`config.mk`:
```
export PLATFORM = sky130hd
export DESIGN_NAME = gpm_pin_mux
export DESIGN_NICKNAME = d
export VERILOG_FILES = /design/src/gpm_pkg.sv /design/src/gpm_cfg_if.sv /design/src/gpm_apb_regs.sv /design/src/gpm_pin_mux.sv
export VERILOG_INCLUDE_DIRS = /design/src
export SDC_FILE = /design/constraint.sdc
export NUM_CORES = 1
export LEC_CHECK = 0
export ABC_AREA = 0
export BUFFER_PORTS_ARGS = -buffer_cell sky130_fd_sc_hd__buf_2
export CAP_MARGIN = 20
export CORE_ASPECT_RATIO = 1.2
export CORE_MARGIN = 2
export CORE_UTILIZATION = 41
export DETAILED_ROUTE_END_ITERATION = 7
export PLACE_DENSITY = 0.86
export RECOVER_POWER = 100
export SYNTH_ARGS = -nofsm -noshare
export SYNTH_HDL_FRONTEND = slang
export SYNTH_SLANG_ARGS = --single-unit
```
`constraint.sdc`:
```
create_clock -name pclk -period 2.8 [get_ports pclk]
set_input_delay 0.42 -clock pclk [delete_from_list [all_inputs] [get_ports pclk]]
set_output_delay 0.42 -clock pclk [all_outputs]
set_load 0.1 [all_outputs]
```
`src/gpm_defs.svh`:
```
`ifndef GPM_DEFS_SVH
`define GPM_DEFS_SVH

// Register indices; byte address is four times the index
`define GPM_CTRL_IDX      8'h13
`define GPM_STAT_IDX      8'h40
`define GPM_CTRL_RESET    8'h00
`define GPM_STRB_LANE     0

// Source class codes
`define GPM_SRC_DEV       3'h4
`define GPM_SRC_RSVD      3'h5
`define GPM_SRC_TX0       3'h6
`define GPM_SRC_TX1       3'h7

// Selections for a receive-link source
`define GPM_LSEL_RPIN3    3'h3
`define GPM_LSEL_LOCK     3'h4
`define GPM_LSEL_PASS     3'h5
`define GPM_LSEL_FV       3'h6
`define GPM_LSEL_LV       3'h7

// Selections for the device-status source
`define GPM_DSEL_VAL      3'h0
`define GPM_DSEL_LOCK_OR  3'h1
`define GPM_DSEL_LOCK_AND 3'h2
`define GPM_DSEL_PASS_AND 3'h3
`define GPM_DSEL_FSYNC    3'h4

// Selections for a transmit-port source
`define GPM_TSEL_AND      3'h0
`define GPM_TSEL_OR       3'h1
`define GPM_TSEL_FV       3'h2
`define GPM_TSEL_LV       3'h3
`define GPM_TSEL_SYNC     3'h4
`define GPM_TSEL_IRQ      3'h5

`endif

```
`src/gpm_pkg.sv`:
```
package gpm_pkg;

    // Control register layout
    typedef struct packed {
        logic [2:0] pin_signal_select;
        logic [2:0] pin_source_class;
        logic       pin_software_value;
        logic       pin_drive_enable;
    } gpm_ctrl_type;

    // Pin driver state
    typedef struct packed {
        logic pin_level;
        logic pin_drive;
        logic reserved_code;
    } gpm_pin_state_type;

    // Register slave state
    typedef struct packed {
        gpm_ctrl_type ctrl;
        logic [31:0]  rdata;
    } gpm_reg_state_type;

endpackage

```
`src/gpm_cfg_if.sv`:
```
`timescale 1ns/1ns
interface gpm_cfg_if;
    gpm_pkg::gpm_ctrl_type ctrl;
    logic                  pin_level;
    logic                  pin_drive;
    logic                  reserved_code;

    // Register side owns the control byte
    modport regs (
        output ctrl,
        input  pin_level,
        input  pin_drive,
        input  reserved_code
    );

    // Mux side reports the pin back
    modport mux (
        input  ctrl,
        output pin_level,
        output pin_drive,
        output reserved_code
    );
endinterface

```
`src/gpm_apb_regs.sv`:
```
`timescale 1ns/1ns
`include "gpm_defs.svh"
module gpm_apb_regs #(
    parameter int ADDR_W = 12
) (
    // Clock and reset
    input  wire logic              pclk,
    input  wire logic              presetn,
    // APB slave
    input  wire logic              psel,
    input  wire logic              penable,
    input  wire logic              pwrite,
    input  wire logic [ADDR_W-1:0] paddr,
    input  wire logic [31:0]       pwdata,
    input  wire logic [3:0]        pstrb,
    output logic [31:0]            prdata,
    output logic                   pready,
    output logic                   pslverr,
    // Control toward the mux
    gpm_cfg_if.regs                cfg
);

    gpm_pkg::gpm_reg_state_type state;
    gpm_pkg::gpm_reg_state_type next_state;
    logic                       hit_ctrl;
    logic                       hit_stat;
    logic                       ctrl_write;

    // Word address match against a register index
    function automatic logic addr_hit(input logic [ADDR_W-1:0] a, input logic [7:0] idx);
        addr_hit = (a[ADDR_W-1:2] == {{(ADDR_W-10){1'b0}}, idx});
    endfunction

    assign hit_ctrl   = addr_hit(paddr, `GPM_CTRL_IDX);
    assign hit_stat   = addr_hit(paddr, `GPM_STAT_IDX);
    assign ctrl_write = psel && penable && pwrite && hit_ctrl && pstrb[`GPM_STRB_LANE];

    // Zero wait states; read data is staged in the setup cycle
    assign pready  = 1'b1;
    assign pslverr = psel && penable && !(hit_ctrl || hit_stat);
    assign prdata  = state.rdata;
    assign cfg.ctrl = state.ctrl;

    // Next state
    always_comb begin
        next_state = state;
        if (ctrl_write) begin
            next_state.ctrl = pwdata[7:0];
        end
        if (psel && !penable) begin
            next_state.rdata = 32'h0000_0000;
            if (hit_ctrl) begin
                next_state.rdata = {24'h00_0000, state.ctrl};
            end else if (hit_stat) begin
                next_state.rdata = {29'h0000_0000, cfg.reserved_code,
                                    cfg.pin_drive, cfg.pin_level};
            end
        end
    end

    // State register
    always_ff @(posedge pclk or negedge presetn) begin
        if (!presetn) begin
            state <= {`GPM_CTRL_RESET, 32'h0000_0000};
        end else begin
            state <= next_state;
        end
    end
endmodule

```
`src/gpm_pin_mux.sv`:
```
`timescale 1ns/1ns
`include "gpm_defs.svh"
module gpm_pin_mux #(
    parameter int ADDR_W = 12,
    parameter int LINKS  = 4,
    parameter int PORTS  = 2
) (
    // Clock and reset
    input  wire logic                        pclk,
    input  wire logic                        presetn,
    // APB slave
    input  wire logic                        psel,
    input  wire logic                        penable,
    input  wire logic                        pwrite,
    input  wire logic [ADDR_W-1:0]           paddr,
    input  wire logic [31:0]                 pwdata,
    input  wire logic [3:0]                  pstrb,
    output logic [31:0]                      prdata,
    output logic                             pready,
    output logic                             pslverr,
    // Receive link status, core clock domain
    input  wire logic [LINKS-1:0][3:0]       link_remote_pin,
    input  wire logic [LINKS-1:0]            link_lock,
    input  wire logic [LINKS-1:0]            link_pass,
    input  wire logic [LINKS-1:0]            link_frame_valid,
    input  wire logic [LINKS-1:0]            link_line_valid,
    input  wire logic [LINKS-1:0]            link_enable,
    // Device status
    input  wire logic                        frame_sync_pulse,
    // Transmit port status
    input  wire logic [PORTS-1:0][LINKS-1:0] tx_link_map,
    input  wire logic [PORTS-1:0]            tx_frame_valid,
    input  wire logic [PORTS-1:0]            tx_line_valid,
    input  wire logic [PORTS-1:0]            tx_synced,
    input  wire logic [PORTS-1:0]            tx_interrupt,
    // Pin driver
    output logic                             pin_out,
    output logic                             pin_oe
);

    gpm_cfg_if cfg ();

    gpm_pkg::gpm_pin_state_type state;
    gpm_pkg::gpm_pin_state_type next_state;
    logic [LINKS-1:0]           link_pick;
    logic [LINKS-1:0]           link_pick_rsvd;
    logic [PORTS-1:0]           port_pick;
    logic [PORTS-1:0]           port_pick_rsvd;
    logic                       dev_pick;
    logic                       dev_pick_rsvd;
    logic [2:0]                 sel;
    logic [2:0]                 src;

    assign sel = cfg.ctrl.pin_signal_select;
    assign src = cfg.ctrl.pin_source_class;

    // Register slave
    gpm_apb_regs #(
        .ADDR_W (ADDR_W)
    ) u_regs (
        .pclk    (pclk),
        .presetn (presetn),
        .psel    (psel),
        .penable (penable),
        .pwrite  (pwrite),
        .paddr   (paddr),
        .pwdata  (pwdata),
        .pstrb   (pstrb),
        .prdata  (prdata),
        .pready  (pready),
        .pslverr (pslverr),
        .cfg     (cfg.regs)
    );

    // Signal of one receive link for a select code
    function automatic logic link_sig(
        input logic [2:0] s,
        input logic [3:0] rpin,
        input logic       lock,
        input logic       pass,
        input logic       fv,
        input logic       lv
    );
        link_sig = 1'b0;
        unique case (s)
            `GPM_LSEL_LOCK: link_sig = lock;
            `GPM_LSEL_PASS: link_sig = pass;
            `GPM_LSEL_FV:   link_sig = fv;
            `GPM_LSEL_LV:   link_sig = lv;
            default:        link_sig = rpin[s[1:0]];
        endcase
    endfunction

    // Signal of one transmit port; the second flag marks a reserved code
    function automatic logic [1:0] port_sig(
        input logic [2:0]       s,
        input logic [LINKS-1:0] map,
        input logic             fv,
        input logic             lv,
        input logic             synced,
        input logic             irq
    );
        port_sig = 2'h1;
        unique case (s)
            `GPM_TSEL_AND:  port_sig = {&(link_pass | ~map), 1'b0};
            `GPM_TSEL_OR:   port_sig = {|(link_pass & map), 1'b0};
            `GPM_TSEL_FV:   port_sig = {fv, 1'b0};
            `GPM_TSEL_LV:   port_sig = {lv, 1'b0};
            `GPM_TSEL_SYNC: port_sig = {synced, 1'b0};
            `GPM_TSEL_IRQ:  port_sig = {irq, 1'b0};
            default:        port_sig = 2'h1;
        endcase
    endfunction

    // Per-link candidates; every link select code is meaningful
    genvar gl;
    generate
        for (gl = 0; gl < LINKS; gl++) begin : g_link
            assign link_pick[gl] = link_sig(sel, link_remote_pin[gl], link_lock[gl],
                                            link_pass[gl], link_frame_valid[gl],
                                            link_line_valid[gl]);
            assign link_pick_rsvd[gl] = 1'b0;
        end
    endgenerate

    // Per-port candidates; only that port's links count
    genvar gp;
    generate
        for (gp = 0; gp < PORTS; gp++) begin : g_port
            assign {port_pick[gp], port_pick_rsvd[gp]} =
                port_sig(sel, tx_link_map[gp], tx_frame_valid[gp], tx_line_valid[gp],
                         tx_synced[gp], tx_interrupt[gp]);
        end
    endgenerate

    // Device-wide status candidates
    always_comb begin
        dev_pick      = 1'b0;
        dev_pick_rsvd = 1'b0;
        unique case (sel)
            `GPM_DSEL_VAL:      dev_pick = cfg.ctrl.pin_software_value;
            `GPM_DSEL_LOCK_OR:  dev_pick = |(link_lock & link_enable);
            `GPM_DSEL_LOCK_AND: dev_pick = &(link_lock | ~link_enable);
            `GPM_DSEL_PASS_AND: dev_pick = &(link_pass | ~link_enable);
            `GPM_DSEL_FSYNC:    dev_pick = frame_sync_pulse;
            default:            dev_pick_rsvd = 1'b1;
        endcase
    end

    // Next pin state
    always_comb begin
        next_state = state;
        next_state.reserved_code = 1'b0;
        next_state.pin_level     = 1'b0;
        if (!src[2]) begin
            next_state.pin_level     = link_pick[src[1:0]];
            next_state.reserved_code = link_pick_rsvd[src[1:0]];
        end else if (src == `GPM_SRC_DEV) begin
            next_state.pin_level     = dev_pick;
            next_state.reserved_code = dev_pick_rsvd;
        end else if (src == `GPM_SRC_RSVD) begin
            next_state.reserved_code = 1'b1;
        end else begin
            next_state.pin_level     = port_pick[src[0]];
            next_state.reserved_code = port_pick_rsvd[src[0]];
        end
        if (next_state.reserved_code) begin
            next_state.pin_level = 1'b0;
        end
        next_state.pin_drive = cfg.ctrl.pin_drive_enable;
        if (!cfg.ctrl.pin_drive_enable) begin
            next_state.pin_level = 1'b0;  // Quiet level while released
        end
    end

    // Pin register; one cycle of latency keeps the pin glitch free
    always_ff @(posedge pclk or negedge presetn) begin
        if (!presetn) begin
            state <= 3'h0;
        end else begin
            state <= next_state;
        end
    end

    assign pin_out           = state.pin_level;
    assign pin_oe            = state.pin_drive;
    assign cfg.pin_level     = state.pin_level;
    assign cfg.pin_drive     = state.pin_drive;
    assign cfg.reserved_code = state.reserved_code;
endmodule

```
==> results.yml <==
final_layout:
  register_area_um2: 475
  fin_cells: 310
  fill_cells: 384
  final_cell_area_um2: 2020
  final_cell_mix: "buf_2 (75), conb_1 (25), dfrtp_1 (19)"
  final_nets: 365
  insertedDiodeCount: 0
  multi_input_area_um2: 948
  final_common_cell: "buf_2"
  fin_util_pct: 54.6
  area_growth_pct: 25.1
  drive_gt1_share_pct: 38.8
route:
  detail_route.wirelength_mm: 4.08
  routedWlPerCell_um: 13.2
  dr.pass1.iters: 4
  dr_wl_met3_um: 324
  viasPerCell: 5.10
  vias: 1582
  wl_met1_mm: 1.56
  routed.top_layer: "met4"
  ant_nets: 0
  drc_errors: 0
  routed-wl-met2_mm: 2.12
  drt-initial-drc-count: 69
setup_path:
  cp-start-kind: "input pin"
  reg2reg_setup_slack_ps: 740
  reg2regPathDepth: 6
  cp.required_ps: 2940
  cp_max_fo: 8
  worstSetupEndpointType: "flip-flop"
  worstPathCellList: "buf_2, nor4_1, nand2_1, nor2_1, inv_1, nor3_2, mux2_2"
  r2r-end: "pin_out"
  cp_data_arrival_time_ps: 2440
  critical_path_class: "in2reg"
  cpMaxStageDelayCell: "nor3_2"
  critPathTopFamily: "simple AND/OR/NAND/NOR gates"
  path_buf_inv: 2
  slowest_delay_ps: 550
  r2r_start: "u_regs.cfg.ctrl[5]"
die:
  core_um2: 3690
  dieHeight_um: 72.7
  rows: 24
  die_area_um2: 4450
  start_util_pct: 43.6
  io_pins: 142
  dieWidth_um: 61.2
place:
  dp_hpwl_mm: 3.40
  io_buffers: 87
  dp_slack_ps: 604
  gp_congestion: 0.800
  placed_area_um2: 2000
  placed_cells: 306
timing:
  period_minus_slack_ps: 2300
  hold_viol: 0
  relSlewSlack_pct: 20.9
  timing.final.ws_setup_ps: 499
  hold_ws_ps: 297
  fin_skew_ps: 4.18
  worst_pin_slew_ps: 1190
  fmax_mhz: 435
  setup_violations: 0
  fin_crit_sh_pct: 82.2
  rsz0062_at_grt: "no"
  finalSetupTns_ps: 0
  maxSlewViolCount: 0
clocking:
  clk_path_buf_depth: 2
  htree_levels: 1
  cts_setup_buffers: 0
  ctsHoldBuffers: 0
  cts_buffers: 3
  cts_sinks: 19
  cts_tree: "built"
  clkLatencyLatePin_ps: 250
  path_clk_slew_ps: 70
  cts-root-buf: "clkbuf_8"
  cts_resized: 0
pwr:
  p_total_mw: 0.779
  cellPowerDensity_nw_per_um2: 387
  pwr-share-comb_pct: 39.6
  p_seq_share_pct: 36.3
  power.leakage_nw: 0.995
  p_clk_share_pct: 24.1
  swShare_pct: 42.4
  vdd_drop_max_uv: 140
  internal-power_mw: 0.449
  p_sw_mw: 0.331
grt:
  antenna_found_initial: 0
  grt_pass1_wl_mm: 6.18
  grt_util_all_layers_pct: 18.3
  grt_pass1_vias: 1454
  global_route.overflow_total: 0
  grt_max_degree: 20
synth:
  synth-async-reset-ratio_pct: 100
  yosysWarnings: 0
  synth-main-ff-cell: "dfrtp_1"
  synth-edff-count: 0
  synth_cell_types: 39
  syn_inst: 173
  synth_seq_cells: 19
  synth_area_um2: 1610
  yosysSeqAreaShare_pct: 29.5
  avgSynthCellArea_um2: 9.32
job:
  cap_violations: 0
min_path:
  hp-class: "in2async"
status:
  run_status: "complete, no violations"
==> power groups by stage <==
stage / Clock, mW / Combinational, mW / Sequential [mW]
after detailed placement: 0 / 0.310 / 0.288
after global placement: 0 / 0.307 / 0.288
final: 0.188 / 0.309 / 0.283
after global routing: 0.202 / 0.325 / 0.283
after floorplan: 0 / 0.224 / 0.325
after CTS: 0.190 / 0.311 / 0.283
==> registers in the layout, summed over array words and instances, names as in the netlist <==
| name | cells |
|---|---|
| cfg.reserved_code | 1 |
| u_regs.prdata | 8 |
| u_regs.cfg.ctrl | 8 |
| pin_out | 1 |
| pin_oe | 1 |
==> cells in the mapped netlist, types with 2 or more instances <==
master	number	area share (%)
buf_2	2	0.62
clkbuf_1	3	0.70
buf_4	25	12
o21ai_0	6	1.9
dfrtp_1	19	30
o31ai_1	2	0.93
conb_1	2	0.47
nor2_1	11	2.6
nor2b_1	2	0.78
or3_1	2	0.78
a2111oi_0	2	1.1
a22oi_1	6	2.8
mux2_2	9	6.3
nand2_1	15	3.5
a221oi_1	4	2.2
inv_1	12	2.8
nand3_1	5	1.6
nor4_1	2	0.78
nor3_1	2	0.62
mux2i_1	3	1.9
mux4_1	3	4.9
a21oi_1	8	2.5
a211oi_1	2	0.93
mux4_2	6	8.4
nand2b_1	3	1.2
o22ai_1	4	1.6
==> routing by layer <==
metal / up-vias / global-route usage, %
met3: 8 / 2.30
met5: - / 0
met4: 0 / 7.00
li1: 757 / -
met2: 95 / 33.7
met1: 722 / 20.8
==> worst max path at each step <==
stage	from	end	slack (ps)	depth (start not counted)
detailed placement	paddr[7]	u_regs.cfg.ctrl[5]	600	7
finish	paddr[7]	u_regs.cfg.ctrl[0]	500	7
CTS	paddr[7]	pslverr	680	7
global placement	paddr[7]	u_regs.cfg.ctrl[6]	630	7
global route	paddr[7]	u_regs.cfg.ctrl[3]	280	7
floorplan	paddr[9]	pslverr	540	4
==> logic make-up (layout without fill, tap and decap cells) <==
logic type	count (synthesis)	in the layout	share of synthesized area [%]
other cells	2	25	0.466
buf+inv	43	105	16.5
mux	21	21	21.4
flops	19	19	29.5
simple gates	48	48	15.2
compound gates	40	40	16.9
==> cell type report <==
| class | instances | share of cell area (%) |
|---|---|---|
| well taps | 52 | 3.23 |
| clock buffers | 4 | 2.23 |
| multi-input cells | 134 | 47.1 |
| flip-flops and latches | 19 | 23.6 |
| repair buffers | 89 | 21.7 |
| inverters | 12 | 2.23 |
(Power assumes the default switching activity.)
